`config.mk`:
```
export PLATFORM = sky130hd
export DESIGN_NAME = light_curtain_control
export DESIGN_NICKNAME = d
export VERILOG_FILES = /design/src/core/light_curtain_pkg.sv /design/src/core/light_curtain_control.sv /design/src/core/hold_timer.sv
export SDC_FILE = /design/constraint.sdc
export NUM_CORES = 1
export LEC_CHECK = 0
export BUFFER_PORTS_ARGS = -buffer_cell sky130_fd_sc_hd__buf_2
export CORE_MARGIN = 5
export CORE_UTILIZATION = 60
export CTS_BUF_LIST = sky130_fd_sc_hd__clkbuf_8
export DETAILED_ROUTE_END_ITERATION = 10
export PLACE_DENSITY = 0.95
export SLEW_MARGIN = 0
export SYNTH_ARGS = -nofsm -noshare
export SYNTH_HDL_FRONTEND = slang
export SYNTH_HIERARCHICAL = 1
export SYNTH_SLANG_ARGS = --single-unit
```
`constraint.sdc`:
```
create_clock -name core_clk_i -period 3.25 [get_ports core_clk_i]
set_input_delay 0 -clock core_clk_i [delete_from_list [all_inputs] [get_ports core_clk_i]]
set_output_delay 0 -clock core_clk_i [all_outputs]
set_load 0.05 [all_outputs]
```
`src/core/light_curtain_pkg.sv`:
```
// shared constants, limits and types for the light curtain controller
package light_curtain_pkg;

  // clock and holding timer base
  localparam int CLK_PERIOD_NS = 10;
  localparam int TICK_PERIOD_US = 10_000;
  localparam int TICK_CYCLES = (TICK_PERIOD_US * 1000) / CLK_PERIOD_NS;
  localparam int PRESCALE_W = 20;

  // holding time in hundredths of a second
  localparam int HOLD_W = 16;
  localparam logic [HOLD_W-1:0] HOLD_MIN = 16'h0001;
  localparam logic [HOLD_W-1:0] HOLD_MAX = 16'hea5f;
  localparam logic [HOLD_W-1:0] HOLD_RECOMMENDED = 16'h0032;

  // number of mode transmissions per reprogramming
  localparam int REPEAT_W = 8;
  localparam logic [REPEAT_W-1:0] REPEAT_MIN = 8'h32;
  localparam logic [REPEAT_W-1:0] REPEAT_MAX = 8'hfa;

  // spacing between two mode transmissions, in clock cycles
  localparam int GAP_W = 8;
  localparam logic [GAP_W-1:0] XFER_GAP_CYCLES = 8'h10;

  // operating mode selection inputs
  localparam int MODE_COUNT = 16;
  localparam int MODE_IDX_W = 5;
  localparam logic [MODE_IDX_W-1:0] MODE_IDX_RST = 5'h00;

  typedef enum {ST_OFF, ST_RUN, ST_HOLD, ST_XFER, ST_RELEASE, ST_ERROR} lc_state_t;

  // lowest-numbered selected mode wins
  function automatic logic [MODE_IDX_W-1:0] first_mode(input logic [MODE_COUNT-1:0] sel);
    logic [MODE_IDX_W-1:0] idx;
    idx = MODE_IDX_RST;
    for (int i = MODE_COUNT - 1; i >= 0; i--) begin
      if (sel[i]) begin
        idx = MODE_IDX_W'(i);
      end
    end
    return idx;
  endfunction

  // clamp a configured value into its allowed window
  function automatic logic [HOLD_W-1:0] clamp16(input logic [HOLD_W-1:0] v,
                                                input logic [HOLD_W-1:0] lo,
                                                input logic [HOLD_W-1:0] hi);
    logic [HOLD_W-1:0] r;
    r = v;
    if (v < lo) begin
      r = lo;
    end else if (v > hi) begin
      r = hi;
    end
    return r;
  endfunction

endpackage

```
`src/core/light_curtain_control.sv`:
```
// supervision and reprogramming of a safety light curtain
`timescale 1ns/1ns
module light_curtain_control
  import light_curtain_pkg::*;
#(
  parameter int TICKS = TICK_CYCLES
) (
  // clock, reset, clock enable
  input wire logic core_clk_i,
  input wire logic sys_rst_i,
  input wire logic clk_en_i,
  // control side
  input wire logic curtain_mode_enable_i,
  input wire logic reprogram_request_i,
  input wire logic start_input_i,
  // configuration
  input wire logic auto_start_i,
  input wire logic [HOLD_W-1:0] hold_time_i,
  input wire logic [REPEAT_W-1:0] repeat_count_i,
  input wire logic [MODE_COUNT-1:0] mode_select_i,
  // sensor side
  input wire logic safety_channel_a_i,
  input wire logic safety_channel_b_i,
  output logic transmitter_supply_o,
  output logic receiver_supply_o,
  // programming interface
  output logic prog_strobe_o,
  output logic [MODE_IDX_W-1:0] prog_mode_o,
  // outputs and flags
  output logic enable_output_o,
  output logic error_output_o,
  output logic transfer_active_flag_o,
  output logic timer_active_flag_o,
  output logic channel_discrepancy_flag_o,
  output logic safety_output_started_flag_o
);

  typedef struct packed {
    lc_state_t state;
    logic start_prev;
    logic both_high_prev;
    logic start_seen;
    logic [MODE_IDX_W-1:0] mode_idx;
    logic [REPEAT_W-1:0] rep_cnt;
    logic [GAP_W-1:0] gap_cnt;
    logic tx;
    logic rx;
    logic en;
    logic err;
    logic xfer_flag;
    logic timer_flag;
    logic disc_flag;
    logic started_flag;
    logic prog_strobe;
  } lc_ctrl_t;

  localparam lc_ctrl_t CTRL_RST = '{
    state: ST_OFF,
    start_prev: 1'b0,
    both_high_prev: 1'b0,
    start_seen: 1'b0,
    mode_idx: MODE_IDX_RST,
    rep_cnt: {REPEAT_W{1'b0}},
    gap_cnt: {GAP_W{1'b0}},
    tx: 1'b0,
    rx: 1'b0,
    en: 1'b0,
    err: 1'b0,
    xfer_flag: 1'b0,
    timer_flag: 1'b0,
    disc_flag: 1'b0,
    started_flag: 1'b0,
    prog_strobe: 1'b0
  };

  lc_ctrl_t s_r;
  lc_ctrl_t s_nxt;

  logic timer_start;
  logic timer_abort;
  logic timer_active;
  logic timer_done;
  logic both_high;
  logic both_low;
  logic disagree;
  logic start_event;
  logic [HOLD_W-1:0] rep_wide;

  hold_timer #(
    .TICKS(TICKS)
  ) u_hold_timer (
    .core_clk_i(core_clk_i),
    .sys_rst_i(sys_rst_i),
    .clk_en_i(clk_en_i),
    .start_i(timer_start),
    .abort_i(timer_abort),
    .hold_i(hold_time_i),
    .active_o(timer_active),
    .done_o(timer_done)
  );

  always_comb begin
    both_high = safety_channel_a_i & safety_channel_b_i;
    both_low = ~safety_channel_a_i & ~safety_channel_b_i;
    disagree = safety_channel_a_i ^ safety_channel_b_i;
    if (auto_start_i) begin
      start_event = both_high & ~s_r.both_high_prev;
    end else begin
      // press and release needed; a held button never starts
      start_event = s_r.start_prev & ~start_input_i & both_high;
    end
    rep_wide = clamp16({8'h00, repeat_count_i}, {8'h00, REPEAT_MIN}, {8'h00, REPEAT_MAX});

    s_nxt = s_r;
    s_nxt.prog_strobe = 1'b0;
    s_nxt.start_prev = start_input_i;
    s_nxt.both_high_prev = both_high;
    s_nxt.timer_flag = timer_active & curtain_mode_enable_i;
    timer_start = 1'b0;
    timer_abort = 1'b0;

    if (!curtain_mode_enable_i) begin
      s_nxt = CTRL_RST;
      s_nxt.start_prev = start_input_i;
      s_nxt.both_high_prev = both_high;
      timer_abort = 1'b1;
    end else if ((s_r.state == ST_OFF || s_r.state == ST_RUN) && reprogram_request_i) begin
      s_nxt.tx = 1'b1;
      s_nxt.rx = 1'b0;
      s_nxt.en = 1'b0;
      s_nxt.start_seen = 1'b0;
      s_nxt.started_flag = 1'b0;
      s_nxt.disc_flag = 1'b0;
      if (mode_select_i == '0) begin
        s_nxt.err = 1'b1;
        s_nxt.state = ST_ERROR;
      end else begin
        s_nxt.mode_idx = first_mode(mode_select_i);
        s_nxt.rep_cnt = rep_wide[REPEAT_W-1:0];
        timer_start = 1'b1;
        s_nxt.state = ST_HOLD;
      end
    end else begin
      case (s_r.state)
        ST_OFF, ST_RUN: begin
          s_nxt.state = ST_RUN;
          s_nxt.tx = 1'b1;
          s_nxt.rx = 1'b1;
          s_nxt.err = 1'b0;
          if (both_low) begin
            s_nxt.start_seen = 1'b0;
          end else if (start_event) begin
            s_nxt.start_seen = 1'b1;
          end
          s_nxt.disc_flag = disagree;
          s_nxt.en = both_high & s_nxt.start_seen;
          s_nxt.started_flag = s_nxt.start_seen & ~disagree;
        end
        ST_HOLD: begin
          s_nxt.rx = 1'b0;
          if (!reprogram_request_i) begin
            // request dropped too early: programming abandoned
            timer_abort = 1'b1;
            // flag must not outlive the aborted wait with rx back on
            s_nxt.timer_flag = 1'b0;
            s_nxt.state = ST_RUN;
            s_nxt.rx = 1'b1;
          end else if (timer_done) begin
            s_nxt.rx = 1'b1;
            s_nxt.xfer_flag = 1'b1;
            s_nxt.gap_cnt = '0;
            s_nxt.state = ST_XFER;
          end
        end
        ST_XFER: begin
          if (s_r.gap_cnt == XFER_GAP_CYCLES - GAP_W'(1)) begin
            s_nxt.gap_cnt = '0;
            s_nxt.prog_strobe = 1'b1;
            s_nxt.rep_cnt = s_r.rep_cnt - REPEAT_W'(1);
            if (s_r.rep_cnt == REPEAT_W'(1)) begin
              s_nxt.xfer_flag = 1'b0;
              s_nxt.state = ST_RELEASE;
            end
          end else begin
            s_nxt.gap_cnt = s_r.gap_cnt + GAP_W'(1);
          end
        end
        ST_RELEASE: begin
          // a new request needs the old one released first
          if (!reprogram_request_i) begin
            s_nxt.state = ST_RUN;
          end
        end
        ST_ERROR: begin
          if (!reprogram_request_i) begin
            s_nxt.err = 1'b0;
            s_nxt.rx = 1'b1;
            s_nxt.state = ST_RUN;
          end
        end
        default: begin
          s_nxt = CTRL_RST;
        end
      endcase
    end
  end

  always_ff @(posedge core_clk_i) begin
    if (sys_rst_i) begin
      s_r <= CTRL_RST;
    end else if (clk_en_i) begin
      s_r <= s_nxt;
    end
  end

  assign transmitter_supply_o = s_r.tx;
  assign receiver_supply_o = s_r.rx;
  assign enable_output_o = s_r.en;
  assign error_output_o = s_r.err;
  assign transfer_active_flag_o = s_r.xfer_flag;
  assign timer_active_flag_o = s_r.timer_flag;
  assign channel_discrepancy_flag_o = s_r.disc_flag;
  assign safety_output_started_flag_o = s_r.started_flag;
  assign prog_strobe_o = s_r.prog_strobe;
  assign prog_mode_o = s_r.mode_idx;

endmodule

```
`src/core/hold_timer.sv`:
```
// holding timer counting in hundredths of a second
`timescale 1ns/1ns
module hold_timer
  import light_curtain_pkg::*;
#(
  parameter int TICKS = TICK_CYCLES
) (
  // clock and reset
  input wire logic core_clk_i,
  input wire logic sys_rst_i,
  input wire logic clk_en_i,
  // control
  input wire logic start_i,
  input wire logic abort_i,
  input wire logic [HOLD_W-1:0] hold_i,
  // status
  output logic active_o,
  output logic done_o
);

  typedef struct packed {
    logic active;
    logic done;
    logic [PRESCALE_W-1:0] prescale;
    logic [HOLD_W-1:0] remaining;
  } timer_state_t;

  localparam timer_state_t TIMER_RST = '{1'b0, 1'b0, {PRESCALE_W{1'b0}}, {HOLD_W{1'b0}}};
  localparam logic [PRESCALE_W-1:0] PRESCALE_LAST = PRESCALE_W'(TICKS - 1);

  timer_state_t s_r;
  timer_state_t s_nxt;

  always_comb begin
    s_nxt = s_r;
    s_nxt.done = 1'b0;
    if (abort_i) begin
      s_nxt.active = 1'b0;
      s_nxt.prescale = '0;
    end else if (start_i) begin
      // zero is taken as the shortest legal time
      s_nxt.active = 1'b1;
      s_nxt.prescale = '0;
      s_nxt.remaining = clamp16(hold_i, HOLD_MIN, HOLD_MAX);
    end else if (s_r.active) begin
      if (s_r.prescale == PRESCALE_LAST) begin
        s_nxt.prescale = '0;
        if (s_r.remaining == HOLD_MIN) begin
          s_nxt.active = 1'b0;
          s_nxt.done = 1'b1;
        end
        s_nxt.remaining = s_r.remaining - HOLD_MIN;
      end else begin
        s_nxt.prescale = s_r.prescale + PRESCALE_W'(1);
      end
    end
  end

  always_ff @(posedge core_clk_i) begin
    if (sys_rst_i) begin
      s_r <= TIMER_RST;
    end else if (clk_en_i) begin
      s_r <= s_nxt;
    end
  end

  assign active_o = s_r.active;
  assign done_o = s_r.done;

endmodule

```
Word-level counts from Yosys, hierarchy flattened
Cells that the tools add are included.
{"block": "word_totals", "reg_bits": 103, "inputBits": 49, "out_inout_bits": 14, "wordCells": 187}
{"block": "op_classes", "add_sub_neg": 4, "magnitude_cmp": 4, "n_eq_ne": 28, "mux": 89, "n_bitwise": 15, "n_reduce_logical": 27}
{"operator": "two-way mux 32 bit", "count": 6}
{"operator": "case mux 32 bit (4 select lines)", "count": 1}
{"operator": "equality test 32 x 2 -> 1 bit, second input constant", "count": 3}
{"operator": "two-way mux 5 bit", "count": 16}
{"operator": "two-way mux 65 bit", "count": 1}
{"operator": "equality test 32 x 3 -> 1 bit, second input constant", "count": 2}
{"operator": "logical NOT 32 bit", "count": 2}
{"operator": "two-way mux 8 bit", "count": 7}
{"operator": "two-way mux 16 bit", "count": 3}
{"operator": "two-way mux 20 bit", "count": 2}
{"operator": "two-way mux 38 bit", "count": 1}
{"operator": "two-way mux 36 bit", "count": 1}
{"operator": "equality test 32 x 1 -> 1 bit, second input constant", "count": 1}
{"operator": "two-way mux 1 bit", "count": 30}
{"operator": "case mux 8 bit (3 select lines)", "count": 1}
{"operator": "inequality test 3 x 2 -> 1 bit, second input constant", "count": 7}
{"operator": "adder 20 x 1 -> 20 bit, second input constant", "count": 1}
{"operator": "equality test 20 bit, second input constant", "count": 1}
{"operator": "equality test 16 x 1 -> 1 bit, second input constant", "count": 1}
{"operator": "> comparator 16 bit, second input constant", "count": 1}
{"operator": "logical NOT 16 bit", "count": 1}
{"operator": "less-than comparator 16 x 1 -> 1 bit, second input constant", "count": 1}
{"operator": "case mux 8 bit (2 select lines)", "count": 1}
{"operator": "subtractor 16 x 1 -> 16 bit, second input constant", "count": 1}
{"operator": "37 further kinds", "count": 75}

Longest topological paths before layout
Gate-level depths: netlist of run 1.
{"block": "depth", "depth_word": 19, "depth_mapped": 12, "ltp_nobuf": 9}

Hierarchy
The synthesis of run 1 kept the hierarchy.
{"module": "light_curtain_control", "instances": 1, "cells_each": 297, "area_each_um2": 2432.3, "seq_area_each_um2": 700.7}
{"module": "hold_timer", "instances": 1, "cells_each": 282, "area_each_um2": 2232.1, "seq_area_each_um2": 760.7}

Worst setup path after synthesis of run 1
No wires, ideal clock.
{"block": "synth_path", "kind": "reg-to-reg", "start": "register s_r[34] in the netlist's numbering", "end": "register u_hold_timer/s_r[11] in the netlist's numbering", "setup_time_ps": 117, "arrival_time_ps": 2329, "required_time_ps": 3133, "path_slack_ps": 803, "path_stages_with_launch": 11, "period_less_slack_ps": 2447, "cell_sequence": "dfxtp_1 -> inv_1 -> ha_1 -> buf_2 -> nand3_1 -> nor2_1 -> buf_2 -> o211a_1 -> a31oi_2 -> nor2_1 -> a32o_1"}
{"block": "synth_via", "elab_chain_cells": 7, "elab_cells_between_ends": 15}
{"item": "start, declared", "line_no": "light_curtain_control.sv:76", "text": "lc_ctrl_t s_r;"}
{"item": "start signal, assigned", "line_no": "light_curtain_control.sv:212", "text": "s_r <= s_nxt;"}
{"item": "equality test 32 x 2 -> 1 bit / logical NOT 32 bit (equally long branches)", "line_no": "light_curtain_control.sv:127", "text": "end else if ((s_r.state == ST_OFF || s_r.state == ST_RUN) && reprogram_request_i) begin"}
{"item": "logical OR 1 bit (*)", "line_no": "light_curtain_control.sv:127"}
{"item": "logical AND 1 bit (*)", "line_no": "light_curtain_control.sv:127"}
{"item": "two-way mux 1 bit (*)", "line_no": "light_curtain_control.sv:127"}
{"item": "two-way mux 1 bit (*)", "line_no": "light_curtain_control.sv:122", "text": "if (!curtain_mode_enable_i) begin"}
{"item": "named net timer_start", "line_no": "light_curtain_control.sv:79", "text": "logic timer_start;"}
{"item": "nonzero test 2 bit (no source line)"}
{"item": "AND reduction 4 bit (no source line)"}
{"item": "end signal, assigned", "line_no": "hold_timer.sv:63", "text": "s_r <= s_nxt;"}
{"item": "end, declared", "line_no": "hold_timer.sv:31", "text": "timer_state_t s_r;"}
The timed path passes the listed nets; every way through them passes the cells marked *.
A chain may end at the register's enable or synchronous reset.

Worst setup path in the final report of run 1
{"block": "layout_path", "start": "register s_r[35] in the netlist's numbering", "end": "register u_hold_timer/s_r[30] in the netlist's numbering"}
{"block": "layout_via", "elab_chain_cells": 7, "elab_cells_between_ends": 14}
{"item": "equality test 32 x 2 -> 1 bit / logical NOT 32 bit (equally long branches)", "line_no": "light_curtain_control.sv:127"}
{"item": "logical OR 1 bit (*)", "line_no": "light_curtain_control.sv:127"}
{"item": "logical AND 1 bit (*)", "line_no": "light_curtain_control.sv:127"}
{"item": "two-way mux 1 bit (*)", "line_no": "light_curtain_control.sv:127"}
{"item": "two-way mux 1 bit (*)", "line_no": "light_curtain_control.sv:122"}
{"item": "named net timer_start", "line_no": "light_curtain_control.sv:79"}
{"item": "nonzero test 3 bit (no source line) / two-way mux 36 bit (equally long branches)"}
{"item": "AND reduction 2 bit (no source line) / two-way mux 20 bit (equally long branches)"}
Marked as above.

==> flow_summary.yaml, run 1 <==
outcome:
  status: "completed"
yosys:
  synth_most_common_cell: "dfxtp_1"
  synth_top_area_share_pct: 31.3
  yosys.area.top_type: "dfxtp_1"
  synth-edff-count: 0
  async_flop_share_pct: 0
  syn_area_sq_um: 4660
  yosysSeqAreaShare_pct: 31.3
  synth_fp_nets: 639
  syn_avg_cell_area_sq_um: 8.06
  synth_cells: 579
  ys_ff_latch: 73
  yosys_warnings: 6
  synth_ff_type: "dfxtp_1"
  yosys-top-cells-area: "dfxtp_1 (31%), nor2_1 (5.2%), a21oi_1 (3.8%)"
  synth.distinct_cells: 79
  synth_common_cells: "dfxtp_1 (73), nor2_1 (64), nand2_1 (39)"
min_path:
  hold_path.class: "in -> reg"
routing:
  routed_wirelength_um: 12800
  route.antenna.remaining_nets: 0
  num_vias: 4915
  drt-pass1-iter-count: 6
  wl_per_cell_um: 17.2
  drtIter0Drc: 390
  drc: 0
  vias_per_cell: 6.62
setup_path:
  cpPeakStageDelay_ns: 0.62
  crit_buf_inv: 1
  cp.required_ns: 3.51
  path_common_cell: "nor2_1"
  start_kind: "flip-flop"
  worstPathMaxFanout: 11
  critical_path_class: "reg -> reg"
  crit_path_end_kind: "flip-flop"
  crit_chain: "inv_1 -> ha_1 -> nand3_1 -> nor2_1 -> o31ai_2 -> or4_4 -> nor3_1 -> xnor2_1 -> nor2_1"
  cpLargestDelayFamily: "simple AND/OR/NAND/NOR gates"
  worstPathArrival_ns: 3.18
  cpMaxStageDelayCell: "or4_4"
power_and_ir_drop:
  finalPower_mw: 2.03
  p_sw_mw: 0.549
  p_clk_share_pct: 40.3
  ir_drop_mv: 0.200
  leakagePower_nw: 1.98
  pwr-share-comb_pct: 14.4
  p_int_mw: 1.48
  p_seq_share_pct: 45.3
  sw_frac_of_total_pct: 27.0
  power_density_nw_per_um2: 384
finish:
  antenna_cells: 0
  fin_nets: 697
  design_area_sq_um: 5300
  fillerInstances: 584
  drive_gt1_share_pct: 17.9
  syn_to_final_growth_pct: 13.5
  postLayoutCoreUtil_pct: 69.2
  finalNonFillerCells: 743
timing:
  finClkSkew_ns: 0.00927
  tightest_slew_ns: 0.825
  rsz0062_at_grt: "false"
  finalCritPeriodShare_pct: 90.1
  fin_tns_setup_ns: 0
  setup_viol: 0
  timing.fmax_ghz: 0.341
  timing.hold.ws_ns: 0.0110
  final-max-slew-violation-count: 0
  hold_viol: 0
  fin_crit_ns: 2.93
  setup_ws_ns: 0.322
  slew_headroom_pct: 45.0
placed_design:
  dp_cells: 722
  pre_cts_ws_ns: 0.323
  routabilityCongestion: 0.984
  place_area_sq_um: 5000
  dp_hpwl_um: 8700
  io_buffers: 61
global_route:
  overflow: 0
  grt_pass1_vias: 4691
  grt.total_usage_pct: 25.9
  grt_most_used_layer: "met2"
  grt_antenna_before_repair: 0
  grt_pass1_wl_um: 21100
  use_met1_pct: 31.3
  grtUsageMet3_pct: 6.00
  grt_max_degree: 38
  grt_use_met2_pct: 43.5
floorplanning:
  die_x_um: 98.2
  die_y_um: 98.2
  num_rows: 32
  dieArea_sq_um: 9640
  coreArea_sq_um: 7650
  ios: 63
  start_util_pct: 61.0
clock_tree:
  root_buffer: "clkbuf_8"
  path_clk_slew_ns: 0.08
  numCtsBuffers: 9
  clock-sinks: 73
  htree_levels: 3
  cts_tree: "done"
  cts_buffer_depth: 2
  clk_latency_ns: 0.36
job:
  maxCapViolations: 0
-- cell usage in the layout, fill, tap and decap left out, types with 10 or more instances in the layout --
cell type,n
a211oi_1,10
a21oi_1,35
a32o_1,11
buf_2,61
clkbuf_8,11
dfxtp_1,73
ha_1,11
inv_1,31
nand2_1,39
nand3_1,27
nand4_1,15
nor2_1,64
nor3_1,15
o21ai_0,34
o21ai_1,14
xnor2_1,14
-- cell type report --
type                       instances  area, sq um  area share [%]
clock buffer                      11          151            2.86
clock inverter                     4         76.3            1.44
inverter                          32          120            2.27
multi-input combinational        448         2950            55.7
sequential                        73         1460            27.6
tap                              102          128            2.41
timing repair buffer              73          410            7.75
-- flip-flops by register name (all words and copies together) (netlist names) --
name,count
s_r,22
receiver_supply_o,1
u_hold_timer/s_r,36
u_hold_timer/done_o,1
timer_active_flag_o,1
prog_mode_o,4
enable_output_o,1
channel_discrepancy_flag_o,1
transmitter_supply_o,1
u_hold_timer/active_o,1
error_output_o,1
safety_output_started_flag_o,1
prog_strobe_o,1
transfer_active_flag_o,1
-- worst register-to-register path, stage by stage, from the launching register on --
cell	delay (ns)
dfxtp_1	0.41
inv_1	0.16
ha_1	0.42
nand3_1	0.17
nor2_1	0.40
o31ai_2	0.26
or4_4	0.63
nor3_1	0.19
xnor2_1	0.14
nor2_1	0.05
-- routing by layer --
metal	wire (um)	part of all wire, %
met3	1290	10
met4	329	2.6
met5	0	0
met2	6070	48
met1	5080	40
-- path summary, 6_finish.rpt --
check                                            startpoint                                 to  slack, ns  cells after the start
worst max-delay path                   s_r[35]$_SDFFE_PP0P_  u_hold_timer/s_r[30]$_SDFFE_PP0P_       0.32                      9
worst min-delay path                         hold_time_i[7]   u_hold_timer/s_r[7]$_SDFFE_PP0P_       0.01                      3
worst max register to register         s_r[35]$_SDFFE_PP0P_  u_hold_timer/s_r[30]$_SDFFE_PP0P_       0.32                      9
worst min register to register  prog_mode_o[2]$_SDFFE_PP0P_        prog_mode_o[2]$_SDFFE_PP0P_       0.47                      1
-- what timing repair did --
| action | 4_1_cts | 5_1_grt |
|---|---|---|
| setup endpoints to repair | 0 | 3 |
| setup buffers | 0 | 0 |
| hold endpoints to repair | 6 | 0 |
| hold buffers | 6 | 0 |
| resized for setup | 0 | 1 |
-- cell families after synthesis --
| logic type | count (synthesis) | share of synthesized area (%) |
|---|---|---|
| and+or+nand+nor | 238 | 28.9 |
| AOI/OAI and AO/OA | 173 | 26.2 |
| DFF | 73 | 31.3 |
| buffers and inverters | 58 | 5.61 |
| xor gates and xnor gates | 21 | 3.94 |
| adders and majority gates | 11 | 2.95 |
| muxes | 4 | 0.966 |
| other | 1 | 0.0804 |
-- power by group through the flow --
stage	sequential (mW)	combinational (mW)	clock (mW)
global placement	0.939	0.266	0
detailed placement	0.940	0.276	0
finish	0.920	0.292	0.820
CTS	0.919	0.285	0.824
floorplan	0.943	0.178	0
global route	0.921	0.316	0.870
Power figures use the tool's default switching activity.
==> run 2, diff against run 1 <==
--- a/config.mk
+++ b/config.mk
@@ -10,7 +10,8 @@
 export CORE_UTILIZATION = 60
 export CTS_BUF_LIST = sky130_fd_sc_hd__clkbuf_8
 export DETAILED_ROUTE_END_ITERATION = 10
-export PLACE_DENSITY = 0.95
+export PLACE_DENSITY = 0.86
+export REMOVE_ABC_BUFFERS = 1
 export SLEW_MARGIN = 0
 export SYNTH_ARGS = -nofsm -noshare
 export SYNTH_HDL_FRONTEND = slang
==> run 2 against run 1 <==
  * Routed wire length fell by 6.0%
  * Sequential share of layout area increased by 0.38 points
  * Worst hold slack better by 0.010 ns
  * First-iteration DRC count decreased by 15%
  * Die area unchanged
  * Power is 9.0% lower
  * Utilization down 0.95 points
  * Sequential power is essentially flat
  * Critical path depth is 1 lower
  * Register-to-register slack improved by 0.04 ns
  * Worst setup slack better by 0.038 ns
  * Largest power group unchanged
==> flow_summary.yaml, run 2 (synthesized netlist as in run 1, its figures left out) <==
outcome:
  status: "completed"
setup_path:
  cpPeakStageDelay_ns: 0.56
  cpMaxStageDelayCell: "or3b_1"
  ff2ff_setup_slack_ns: 0.36
  rr_worst_depth: 8
  critical_path_class: "reg -> reg"
  start_kind: "flip-flop"
  cpLargestDelayFamily: "simple AND/OR/NAND/NOR gates"
  crit_buf_inv: 2
  worst-path-stages: 8
  reg2reg_from: "s_r[34]$_SDFFE_PP0P_"
  cp.required_ns: 3.49
  crit_path_end_kind: "flip-flop"
  crit_start: "s_r[34]$_SDFFE_PP0P_"
  worstPathMaxFanout: 9
  worstPathArrival_ns: 3.13
  crit_chain: "or3b_1 -> o21ai_0 -> inv_1 -> and3_1 -> a31oi_2 -> buf_4 -> nor2_1 -> a32o_1"
finish:
  final_cell_mix: "dfxtp_1 (73), nor2_1 (64), buf_2 (61)"
  drive_gt1_share_pct: 17.8
  fin_nets: 695
  syn_to_final_growth_pct: 12.0
  final_common_cell: "dfxtp_1"
  largest_reg_flops: 36
  max_flop_register: "u_hold_timer/s_r"
  antenna_cells: 0
floorplanning:
  die_x_um: 98.2
  start_util_pct: 61.0
  coreArea_sq_um: 7650
  ios: 63
  num_rows: 32
  die_y_um: 98.2
  dieArea_sq_um: 9640
clock_tree:
  clock-sinks: 73
  cts_buffer_depth: 2
  post-cts-setup-buffer-count: 0
  numCtsBuffers: 9
  htree_levels: 3
  path_clk_slew_ns: 0.08
  cts_tree: "done"
  clk_latency_ns: 0.36
  root_buffer: "clkbuf_8"
routing:
  wl_per_cell_um: 16.2
  drtIter0Drc: 333
  drt-pass1-iter-count: 7
  vias_per_cell: 6.38
  num_vias: 4735
  drc: 0
  routed_wirelength_um: 12000
  route.antenna.remaining_nets: 0
min_path:
  hp-start: "hold_time_i[7]"
  min_path_cells: 3
  hold_path.class: "in -> reg"
timing:
  timing.fmax_ghz: 0.346
  rsz0062_at_grt: "false"
  slew_headroom_pct: 38.1
  final-max-slew-violation-count: 0
  fin_crit_ns: 2.89
  setup_viol: 0
  tightest_slew_ns: 0.929
  finalCritPeriodShare_pct: 88.9
  hold_viol: 0
  fin_tns_setup_ns: 0
  finClkSkew_ns: 0.0133
power_and_ir_drop:
  finalPower_mw: 1.85
  p_seq_share_pct: 49.8
  ir_drop_mv: 0.238
  p_int_mw: 1.30
  p_clk_share_pct: 34.8
  pwr-share-comb_pct: 15.4
  sw_frac_of_total_pct: 29.6
  leakagePower_nw: 1.95
  power_density_nw_per_um2: 354
  p_sw_mw: 0.547
placed_design:
  io_buffers: 61
  dp_hpwl_um: 8650
  routabilityCongestion: 0.983
global_route:
  overflow: 0
  grt_pass1_vias: 4336
  grt_antenna_before_repair: 0
  grt.total_usage_pct: 24.3
  grt_pass1_wl_um: 19900
  grt_max_degree: 43
job:
  maxCapViolations: 0
run 2: changes by cell type in the layout (fill, tap and decap cells not counted):
cell and delta:
buf_4 -1, dlygate4sd3_1 -1, inv_1 +1, clkbuf_8 -1
clkinv_2 +3, bufinv_16 -2
run 2: worst paths after layout:
path	endpoint
max	u_hold_timer/s_r[4]$_SDFFE_PP0P_
min	u_hold_timer/s_r[7]$_SDFFE_PP0P_
max reg2reg	u_hold_timer/s_r[4]$_SDFFE_PP0P_
min reg2reg	prog_mode_o[1]$_SDFFE_PP0P_
run 2: repair_timing:
item                                    4_1_cts  5_1_grt
resized for setup                             0        1
endpoints found under the hold margin         5        0
endpoints found under the setup margin        0        1
hold buffers                                  5        0
run 2: power groups by stage:
| stage | logic, mW | clock network, mW | registers, mW |
|---|---|---|---|
| 2_1_floorplan | 0.156 | 0 | 0.945 |
| 3_3_place_gp | 0.267 | 0 | 0.939 |
| 3_5_place_dp | 0.274 | 0 | 0.940 |
| 4_1_cts | 0.280 | 0.652 | 0.919 |
| 5_1_grt | 0.312 | 0.690 | 0.922 |
| 6_report | 0.285 | 0.643 | 0.920 |
run 2: per-layer routing:
layer  track usage [%]  part of all wire [%]  vias to the layer above
li1                  -                     -                     2271
met2              41.4                    48                      254
met3              5.50                   9.1                       32
met4              6.83                   2.0                        0
met5                 0                     0                        -
met1              30.9                    41                     2178
run 2: area by class of cell:
| class | instances | area (sq um) |
|---|---|---|
| multi-input cells | 448 | 2950 |
| fillers | 624 | 2420 |
| flip-flops and latches | 73 | 1460 |
| repair buffers | 71 | 393 |
| clock buffers | 10 | 138 |
| well taps | 102 | 128 |
| inverters | 32 | 120 |
| clock inverters | 6 | 35.0 |
run 2: metrics by stage:
stage	cells	worst slack (ns)	util (%)	hold slack, ns	area (sq um)
after global placement	721	0.526	65.3	0.293	4990
after global routing	742	0.172	68.3	0.0340	5220
after CTS	742	0.353	68.2	0.00171	5220
final	742	0.360	68.3	0.0211	5220
after detailed placement	721	0.381	65.3	0.300	4990
after floorplan	553	0.501	-	0.0624	4520
run 2: worst min-delay path, stage by stage:
cell	delay, ns
buf_2	0.10
a22o_1	0.14
a32o_1	0.11
